==> src/chm_pkg.sv <==
package chm_pkg;
  // ---------------------------------------------------------------
  // Watchdog
  // ---------------------------------------------------------------
  localparam int          CHM_PRESCALE       = 256;
  localparam int          CHM_PRE_W          = $clog2(CHM_PRESCALE);
  localparam int          CHM_WD_W           = 24;
  localparam int          CHM_TMR_CFG_MON    = 30;
  localparam int          CHM_TMR_USR_MON    = 31;
  // ---------------------------------------------------------------
  // Command register codes
  // ---------------------------------------------------------------
  localparam logic [4:0]  CHM_CMD_RELOAD     = 5'h11;
  localparam logic [4:0]  CHM_CMD_DESYNCHRONIZE_CMD     = 5'h0d;
  localparam logic [4:0]  CHM_CMD_CRC_CLEAR  = 5'h07;
  localparam logic [4:0]  CHM_CMD_GLOB_ASRT  = 5'h08;
  // ---------------------------------------------------------------
  // Boot history entry bits, newest entry in [7:0]
  // ---------------------------------------------------------------
  localparam int          CHM_BH_ENTRY_W     = 8;
  localparam int          CHM_BH_VALID       = 0;
  localparam int          CHM_BH_FALLBACK    = 1;
  localparam int          CHM_BH_INTERNAL_PROGRAM       = 2;
  localparam int          CHM_BH_WTO         = 3;
  localparam int          CHM_BH_ID          = 4;
  localparam int          CHM_BH_CRC         = 5;
  localparam int          CHM_BH_WRAP        = 6;
  localparam int          CHM_BH_BGCHK       = 7;
  localparam logic [15:0] CHM_BH_RESET       = 16'h0000;
  // ---------------------------------------------------------------
  // Background readback word kinds and CRC
  // ---------------------------------------------------------------
  localparam logic [1:0]  CHM_RB_PLAIN       = 2'h0;
  localparam logic [1:0]  CHM_RB_LUT_MEM     = 2'h1;
  localparam logic [1:0]  CHM_RB_DRP_MEM     = 2'h2;
  localparam logic [1:0]  CHM_RB_BRAM        = 2'h3;
  localparam logic [31:0] CHM_CRC_POLY       = 32'h1edc6f41;
  localparam logic [31:0] CHM_CRC_SEED       = 32'hffffffff;
endpackage : chm_pkg

==> src/chm_monitor.sv <==
`timescale 1ns/1ps
module chm_monitor
  import chm_pkg::*;
(
  input  wire logic        clk_sys,
  input  wire logic        nrst,
  input  wire logic        cfg_osc,
  input  wire logic        jtag_ir_cfg,
  input  wire logic        cmd_wr,
  input  wire logic [31:0] cmd_data,
  input  wire logic        timer_wr,
  input  wire logic [31:0] timer_data,
  input  wire logic        sync_seen,
  input  wire logic        startup_done,
  input  wire logic        shutdown,
  input  wire logic        attempt_done,
  input  wire logic        attempt_crc_err,
  input  wire logic        attempt_wrap_err,
  input  wire logic        attempt_id_err,
  input  wire logic        attempt_internal_program,
  input  wire logic        attempt_fallback,
  input  wire logic        port_access,
  input  wire logic        bgchk_enable,
  input  wire logic        init_flag_en,
  input  wire logic        rb_valid,
  input  wire logic [31:0] rb_data,
  input  wire logic [1:0]  rb_kind,
  input  wire logic        rb_last,
  output logic [15:0]      boot_history_status,
  output logic             fallback_req,
  output logic             watchdog_active,
  output logic             background_check_error,
  output logic             bgchk_running,
  output logic             init_o,
  output logic             init_oe_n
);
  // ---------------------------------------------------------------
  // State
  // ---------------------------------------------------------------
  typedef struct packed {
    logic                 osc_s1;
    logic                 osc_s2;
    logic                 osc_prev;
    logic                 ir_s1;
    logic                 ir_s2;
    logic [CHM_PRE_W-1:0] pre;
    logic [CHM_WD_W-1:0]  wd_cnt;
    logic [31:0]          timer_val;
    logic                 wd_en;
    logic                 fb_lock;
    logic                 last_fb_ok;
    logic                 wto_pend;
    logic                 fb_req;
    logic [15:0]          bh;
    logic                 desynchronize_cmd_ok;
    logic [31:0]          crc_acc;
    logic [31:0]          golden;
    logic                 golden_ok;
    logic                 bg_err;
    logic                 init_drive;
  } chm_state_t;

  chm_state_t st_r;
  chm_state_t st_nxt;

  function automatic logic [31:0] chm_crc_step(input logic [31:0] crc, input logic [31:0] d);
    logic [31:0] c;
    c = crc;
    for (int i = 31; i >= 0; i--) begin
      c = (c[31] ^ d[i]) ? ((c << 1) ^ CHM_CRC_POLY) : (c << 1);
    end
    return c;
  endfunction : chm_crc_step

  logic tick;
  logic is_cmd_reload;
  logic is_cmd_desynchronize_cmd;
  logic is_cmd_regold;
  logic wd_load;
  logic expire;
  logic rb_run;
  logic att_ok;
  logic [7:0] new_entry;

  always_comb begin
    tick          = st_r.osc_s2 & ~st_r.osc_prev & (st_r.pre == {CHM_PRE_W{1'b1}});
    is_cmd_reload = cmd_wr & (cmd_data[4:0] == CHM_CMD_RELOAD);
    is_cmd_desynchronize_cmd = cmd_wr & (cmd_data[4:0] == CHM_CMD_DESYNCHRONIZE_CMD);
    is_cmd_regold = cmd_wr & ((cmd_data[4:0] == CHM_CMD_CRC_CLEAR) |
                              (cmd_data[4:0] == CHM_CMD_GLOB_ASRT));
    // Any port's write lands here, so no port check; the lock still wins
    wd_load       = (timer_wr & ~st_r.fb_lock &
                     (timer_data[CHM_TMR_CFG_MON] | timer_data[CHM_TMR_USR_MON])) |
                    (is_cmd_reload & st_r.wd_en);
    expire        = st_r.wd_en & tick & (st_r.wd_cnt == '0) &
                    (st_r.timer_val[CHM_TMR_USR_MON] |
                     (st_r.timer_val[CHM_TMR_CFG_MON] & ~startup_done));
    rb_run        = bgchk_enable & startup_done & st_r.desynchronize_cmd_ok &
                    ~port_access & ~st_r.ir_s2;
    att_ok        = ~attempt_crc_err & ~attempt_wrap_err & ~attempt_id_err;
    new_entry                  = '0;
    new_entry[CHM_BH_VALID]    = 1'b1;
    new_entry[CHM_BH_FALLBACK] = attempt_fallback;
    new_entry[CHM_BH_INTERNAL_PROGRAM]    = attempt_internal_program;
    new_entry[CHM_BH_WTO]      = st_r.wto_pend;
    new_entry[CHM_BH_ID]       = attempt_id_err;
    new_entry[CHM_BH_CRC]      = attempt_crc_err;
    new_entry[CHM_BH_WRAP]     = attempt_wrap_err;
    new_entry[CHM_BH_BGCHK]    = st_r.bg_err;
  end

  // ---------------------------------------------------------------
  // Next state
  // ---------------------------------------------------------------
  always_comb begin
    logic [31:0] acc;
    acc             = st_r.crc_acc;
    st_nxt          = st_r;
    st_nxt.osc_s1   = cfg_osc;
    st_nxt.osc_s2   = st_r.osc_s1;
    st_nxt.osc_prev = st_r.osc_s2;
    st_nxt.ir_s1    = jtag_ir_cfg;
    st_nxt.ir_s2    = st_r.ir_s1;
    st_nxt.fb_req   = 1'b0;
    if (st_r.osc_s2 & ~st_r.osc_prev) begin
      st_nxt.pre = st_r.pre + 1'b1;
    end
    // Watchdog
    if (timer_wr) begin
      st_nxt.timer_val = timer_data;
    end
    if (wd_load) begin
      st_nxt.wd_en  = 1'b1;
      st_nxt.wd_cnt = timer_wr ? timer_data[CHM_WD_W-1:0] : st_r.timer_val[CHM_WD_W-1:0];
    end else if (expire) begin
      st_nxt.wd_en    = 1'b0;
      st_nxt.fb_lock  = 1'b1;
      st_nxt.wto_pend = 1'b1;
      st_nxt.fb_req   = 1'b1;
    end else if (st_r.wd_en & tick & (st_r.wd_cnt != '0)) begin
      st_nxt.wd_cnt = st_r.wd_cnt - 1'b1;
    end
    if (shutdown) begin
      st_nxt.wd_en = 1'b0;
    end
    // Boot history
    if (attempt_done) begin
      st_nxt.bh       = {st_r.bh[CHM_BH_ENTRY_W-1:0], new_entry};
      // Expiry in this same cycle belongs to the fallback attempt that follows
      st_nxt.wto_pend = expire & ~wd_load;
      if (attempt_fallback) begin
        st_nxt.fb_lock = 1'b1;
        st_nxt.wd_en   = 1'b0;
      end else if (attempt_internal_program & att_ok & st_r.last_fb_ok) begin
        st_nxt.fb_lock = 1'b0;
      end
      st_nxt.last_fb_ok = attempt_fallback & att_ok;
    end
    // Background readback
    if (sync_seen) begin
      st_nxt.desynchronize_cmd_ok = 1'b0;
    end
    if (is_cmd_desynchronize_cmd) begin
      st_nxt.desynchronize_cmd_ok = 1'b1;
      st_nxt.golden_ok = 1'b0;
      st_nxt.bg_err    = 1'b0;
      st_nxt.crc_acc   = CHM_CRC_SEED;
    end else if (is_cmd_regold) begin
      st_nxt.golden_ok = 1'b0;
      st_nxt.crc_acc   = CHM_CRC_SEED;
    end else if (!rb_run) begin
      // A half-read round is useless after a pause, so restart it
      st_nxt.crc_acc = CHM_CRC_SEED;
      if (port_access) begin
        st_nxt.bg_err = 1'b0;
      end
    end else if (rb_valid) begin
      acc = st_r.crc_acc;
      if (rb_kind != CHM_RB_BRAM) begin
        acc = chm_crc_step(st_r.crc_acc,
                           (rb_kind == CHM_RB_PLAIN) ? rb_data : 32'h00000000);
      end
      if (rb_last) begin
        st_nxt.crc_acc = CHM_CRC_SEED;
        if (!st_r.golden_ok) begin
          st_nxt.golden    = acc;
          st_nxt.golden_ok = 1'b1;
        end else begin
          st_nxt.bg_err = (acc != st_r.golden);
        end
      end else begin
        st_nxt.crc_acc = acc;
      end
    end
    st_nxt.init_drive = st_nxt.bg_err & init_flag_en;
  end

  always_ff @(posedge clk_sys or negedge nrst) begin
    if (!nrst) begin
      st_r           <= '0;
      st_r.bh        <= CHM_BH_RESET;
      st_r.crc_acc   <= CHM_CRC_SEED;
      st_r.desynchronize_cmd_ok <= 1'b1;
    end else begin
      st_r <= st_nxt;
    end
  end

  // ---------------------------------------------------------------
  // Outputs
  // ---------------------------------------------------------------
  assign boot_history_status    = st_r.bh;
  assign fallback_req           = st_r.fb_req;
  assign watchdog_active        = st_r.wd_en;
  assign background_check_error = st_r.bg_err;
  assign bgchk_running          = rb_run;
  assign init_o                 = 1'b0;
  assign init_oe_n              = ~st_r.init_drive;

  // ---------------------------------------------------------------
  // Checks
  // ---------------------------------------------------------------
  hist_shift_a: assert property (@(posedge clk_sys) disable iff (!nrst)
    attempt_done |=> (st_r.bh[15:8] == $past(st_r.bh[7:0])) && st_r.bh[CHM_BH_VALID])
    else $error("history did not shift");
  hist_entry_a: assert property (@(posedge clk_sys) disable iff (!nrst)
    attempt_done && attempt_internal_program && attempt_fallback |=> st_r.bh[2:0] == 3'h7)
    else $error("history entry flags wrong");
  wto_record_a: assert property (@(posedge clk_sys) disable iff (!nrst)
    attempt_done && (fallback_req || st_r.wto_pend) |=> st_r.bh[CHM_BH_WTO])
    else $error("timeout not recorded");
  expire_fb_a: assert property (@(posedge clk_sys) disable iff (!nrst)
    fallback_req |-> !watchdog_active && st_r.fb_lock && $past(st_r.wd_cnt) == '0)
    else $error("fallback without expiry");
  wd_lock_a: assert property (@(posedge clk_sys) disable iff (!nrst)
    st_r.fb_lock && !watchdog_active && !attempt_done |=> !watchdog_active)
    else $error("watchdog enabled under lock");
  reload_a: assert property (@(posedge clk_sys) disable iff (!nrst)
    cmd_wr && cmd_data[4:0] == CHM_CMD_RELOAD && watchdog_active && !timer_wr && !shutdown
    |=> st_r.wd_cnt == st_r.timer_val[CHM_WD_W-1:0] && watchdog_active)
    else $error("reload did not restart count");
  slow_tick_a: assert property (@(posedge clk_sys) disable iff (!nrst)
    watchdog_active && !$past(wd_load) && st_r.wd_cnt != '0 && st_r.wd_cnt != $past(st_r.wd_cnt)
    |-> $past(st_r.pre) == {CHM_PRE_W{1'b1}})
    else $error("watchdog ticked off prescale");
  desynchronize_cmd_clr_a: assert property (@(posedge clk_sys) disable iff (!nrst)
    cmd_wr && cmd_data[4:0] == CHM_CMD_DESYNCHRONIZE_CMD |=> !background_check_error && !st_r.golden_ok)
    else $error("desynchronize_cmd left check state");
  access_clr_a: assert property (@(posedge clk_sys) disable iff (!nrst)
    port_access |=> !background_check_error && init_oe_n)
    else $error("access left error set");
  init_pin_a: assert property (@(posedge clk_sys) disable iff (!nrst)
    background_check_error && init_flag_en && $stable(init_flag_en) && $stable(background_check_error)
    |-> !init_oe_n)
    else $error("init pin not pulled low");
  ir_halt_a: assert property (@(posedge clk_sys) disable iff (!nrst)
    $past(jtag_ir_cfg, 2) |-> !bgchk_running)
    else $error("readback ran under config instruction");
endmodule : chm_monitor

==> config.mk <==
export PLATFORM = sky130hd
export DESIGN_NAME = chm_monitor
export DESIGN_NICKNAME = d
export VERILOG_FILES = /design/src/chm_pkg.sv /design/src/chm_monitor.sv
export SDC_FILE = /design/constraint.sdc
export NUM_CORES = 1
export LEC_CHECK = 0
export ABC_AREA = 1
export ABC_CLOCK_PERIOD_IN_PS = 4800
export BUFFER_PORTS_ARGS = -buffer_cell sky130_fd_sc_hd__buf_4
export CAP_MARGIN = 20
export CORE_MARGIN = 10
export CORE_UTILIZATION = 35
export CTS_BUF_LIST = sky130_fd_sc_hd__clkbuf_4 sky130_fd_sc_hd__clkbuf_8 sky130_fd_sc_hd__clkbuf_16
export CTS_CLUSTER_SIZE = 16
export DETAILED_ROUTE_END_ITERATION = 10
export GPL_TIMING_DRIVEN = 0
export HOLD_SLACK_MARGIN = 0.15
export PLACE_DENSITY = 0.5
export SETUP_SLACK_MARGIN = 0.2
export SYNTH_ARGS = -nofsm -noshare
export SYNTH_HDL_FRONTEND = slang
export SYNTH_SLANG_ARGS = --single-unit
==> constraint.sdc <==
create_clock -name clk_sys -period 4.8 [get_ports clk_sys]
set_input_delay 0.24 -clock clk_sys [delete_from_list [all_inputs] [get_ports clk_sys]]
set_output_delay 0.24 -clock clk_sys [all_outputs]
set_load 0.03 [all_outputs]
; Word-level counts from Yosys, hierarchy flattened
; Cells that the tools add are included.
[totals]
mem_count = 0
out_inout_bits = 22
input_bits = 118
ramBits = 0
latch_bits = 0
ff_bits = 158
wordCells = 218
romBits = 0
[op_classes]
reduce_logical = 13
n_addsub = 2
muxes = 68
shift = 0
div = 0
n_mul = 0
bitwise_logic = 105
magnitude_cmp = 0
n_eq_ne = 10
[ops]
columns = operator, count
row1 = 2-to-1 mux 29 bit, 32
row2 = inverter 17 bit, 32
row3 = 2-to-1 mux 32 bit, 10
row4 = 2-to-1 mux 24 bit, 4
row5 = 2-to-1 mux 66 bit, 1
row6 = 2-to-1 mux 34 bit, 1
row7 = 2-to-1 mux 33 bit, 1
row8 = inequality test 32 bit, 1
row9 = XOR 1 bit, 32
row10 = bitwise AND 1 bit, 24
row11 = logical NOT 24 bit, 1
row12 = nonzero test 24 bit, 1
row13 = subtractor 24 x 1 -> 24 bit (second input constant), 1
row14 = 2-to-1 mux 1 bit, 14
row15 = inverter 1 bit, 13
row16 = equality test 5 x 4 -> 1 bit (second input constant), 2
row17 = nonzero test 3 bit, 3
row18 = adder 8 x 1 -> 8 bit (second input constant), 1
row19 = equality test 8 bit (second input constant), 1
row20 = 2-to-1 mux 2 bit, 4
row21 = inequality test 2 bit (second input constant), 3
row22 = AND reduction 6 bit, 1
row23 = nonzero test 2 bit, 3
row24 = equality test 5 x 3 -> 1 bit (second input constant), 1
row25 = 7 further kinds, 11

; Depth between registers and ports, before layout
[depth]
depth_word = 79
ltp_mapped = 59
depth_no_buf = 57

; Worst setup path before layout
; No wires, ideal clock.
[synth_path]
kind = reg2reg
startpoint = reg st_r[64] (netlist name)
endpoint = reg st_r[0] (netlist name)
path_stages_with_launch = 52
path_buffers = 2
t_arrival_ns = 4.749
period_less_slack_ns = 4.864
setup_slack_ns = -0.064
setup_ns = 0.115
required_time_ns = 4.685
cell_sequence = dfstp_2 -> inv_1 -> nand2_1 -> nand2_2 -> inv_4 -> nand2_1 -> nand2_1 -> nand2_2 -> nand2_2 -> nand2_2 -> nand2_2 -> nand2_1 -> nand2_2 -> nand2_1 -> nand3_2 -> nand2_4 -> nand2_4 -> nand2_8 -> [16 not listed] -> nand2_4 -> nand2_4 -> buf_6 -> nand3_1 -> nand3_1 -> nand2_1 -> nand2_1 -> nand2_1 -> nand2_1 -> o21ai_0 -> nor2_1 -> nand2_1 -> nor2_1 -> nand3_1 -> nand2_1 -> nand2_1 -> nand2_1 -> nor2_1
[synth_rtl]
columns = element, line
row1 = start: declaration, chm_monitor.sv:63  ; chm_state_t st_r;
row2 = start signal: assignment, chm_monitor.sv:205  ; st_r <= st_nxt;

==> flow_summary.ini <==
[status]
outcome = complete, but fails checks
violations = negative setup slack

[clock_network]
cts_root_buf = clkbuf_16
htreeDepth = 4
cts_tree = done
clkTransAtPathRegs_ps = 70
cts_made_buffers = 17
cts_buffer_depth = 2
clock_latency_ps = 440
cts_sinks = 152

[placed_design]
placed_cell_area_mm2 = 0.0173
place.gp.congestion = 0.904
placed_cells = 3078
hpwl_um = 42800
io_buffers = 103

[cells_and_area]
diodes = 0
finalInstanceArea_mm2 = 0.0245
final_cells = 3410
layout_commonest_cell = nand2_1
layout-drive-gt1-share = 0.465
final_nets = 2925
final_cell_mix = nand2_1, buf_4, nand2_2
syn_to_final_growth_pct = 57.9

[die]
fp-row-count = 77
ios = 140
die_h_um = 231
die_w_um = 231
initial_utilization = 0.353
core_mm2 = 0.0440
die-area_mm2 = 0.0532

[synthesis]
synth_cell_types = 57
syn-num-nets = 2502
ys_ff_latch = 152
yosys-top-cells-area = nand2_1, dfrtp_1, nand3_1
syn_inst = 2382
ys_seq_area_frac = 0.247
syn-cell-area_mm2 = 0.0155
ys_warn_count = 0
synth_top_area_frac = 0.218
synth_area_per_cell_um2 = 6.52
yosysTopAreaCell = nand2_1

[critical_path]
crit_type = reg -> reg
cpMostUsedCell = nand2_4
critPathLaunchType = flop
cp.required_ps = 5130
crit_fanout = 8
reg2reg_depth = 44
end_kind = flop
r2r-start = st_r[65]$_DFFE_PN1P_
cp.arrival_ps = 5940
crit_path_start = st_r[65]$_DFFE_PN1P_
cp_slowest_cell = dfstp_2
cpPeakStageDelay_ps = 600

[detailed_routing]
vias_per_cell = 5.01
routedWlPerCell_um = 17.5
ant_nets = 0
drc = 0
initialDrtViolationCount = 1111
wl_um = 59600
first_pass_iters = 5
route.vias.total = 17100

[sta]
post-route-period-util = 1.17
finalSetupViolCount = 45
worst_slack_ps = -805
rsz0062_at_grt = true
worst_slew_pin_slew_ps = 986
max_slew_margin = 0.338
setup_tns_ps = -10150
fin_crit_ps = 5600
timing.fmax_mhz = 178
timing_hold_violations_final = 0
slew_violations = 0
hold_slack_ps = 160
skew_ps = 14.5

[grt]
antenna_found_initial = 1
grt_usage = 0.215
globalRouteOverflowTotal = 0
grt_max_degree = 94
first_global_vias = 16900
grt_pass1_wl_um = 91600

[worst_hold_path]
min_from = port_access
hold_depth = 6
hp-class = in -> reg

[run]
maxCapViolCount = 0
[cells by family after synthesis]
family	count (synthesis)	share of synthesized area
simple gates	1595	0.499
compound gates	124	0.0501
buf+inv	346	0.104
fa+ha+maj	2	0.00161
other cells	1	0.000241
xor+xnor	137	0.0794
mux	25	0.0181
flops	152	0.247
[stage by stage]
step	utilization	worst slack (ps)
5_1_grt	0.557	-1180
3_5_place_dp	0.393	-1940
4_1_cts	0.506	-698
2_1_floorplan	-	25.8
3_3_place_gp	0.392	-1880
6_report	0.557	-805
[path summary, 6_finish.rpt]
path / to / slack (ps)
max: st_r[0]$_DFF_PN0_ / -800
min: background_check_error$_DFF_PN0_ / 160
max reg2reg: st_r[0]$_DFF_PN0_ / -800
min reg2reg: st_nxt[155]$_DFF_PN0_ / 350
max in group asynchronous: st_r[46]$_DFFE_PN1P_ / 3530
min in group asynchronous: st_r[95]$_DFFE_PN0P_ / 390
[layer usage]
| layer | part of all wire | GRT usage | routed length, um | up-vias |
|---|---|---|---|---|
| met5 | 0.00034 | 0 | 20 | - |
| met4 | 0.034 | 0.0715 | 2000 | 2 |
| li1 | - | - | - | 8422 |
| met3 | 0.036 | 0.0249 | 2160 | 93 |
| met1 | 0.42 | 0.266 | 25200 | 8219 |
| met2 | 0.51 | 0.380 | 30200 | 361 |
[area by class of cell]
class	count	area (um2)
repair inverters	1	6.26
multi-input cells	1885	13900
fillers	4078	19500
flip-flops and latches	152	3840
repair buffers	402	3670
clock inverters	15	133
well taps	592	741
inverters	276	1180
clock buffers	17	425
plain buffers	70	667
[worst max-delay path: cells and delay by family, from the launching register on]
| kind | cells | cell delay, ps |
|---|---|---|
| AND/OR/NAND/NOR | 31 | 2740 |
| flip-flops | 1 | 600 |
| XOR/XNOR | 5 | 1110 |
| buffers and inverters | 8 | 1020 |
[sequential cells by signal, summed over array words and instances (netlist names)]
name                    flops
st_r                      129
boot_history_status        16
st_nxt                      3
background_check_error      1
fallback_req                1
new_entry                   1
watchdog_active             1
[Yosys cell counts (all sizes together)]
library cell	number
nor3	10
nand2	1083
o211ai	9
mux2	25
ha	2
dfrtp	119
a21oi	7
clkbuf	26
or3	1
and2	1
xnor2	22
a31oi	1
conb	1
nand3	362
o22ai	8
o32ai	1
clkinv	1
a22o	1
dfstp	33
o221ai	11
or2	10
a221oi	1
a21boi	2
o311ai	1
inv	275
nand4	24
nor2	76
xor2	115
o21ai	60
nor4	8
a21o	1
a22oi	21
buf	43
dlygate4sd3	1
nand3b	20
[timing repair]
item / 4_1_cts / 5_1_grt
resized for setup: 533 / 427
pin swaps: 126 / 181
endpoints found under the setup margin: 66 / 65
hold buffers: 38 / 0
endpoints found under the hold margin: 100 / 0
buffers inserted: 204 / 53
gates cloned: 5 / 0
Power is not shown: default switching activity piles up to over one toggle a cycle in this logic, so the estimate is an artifact.
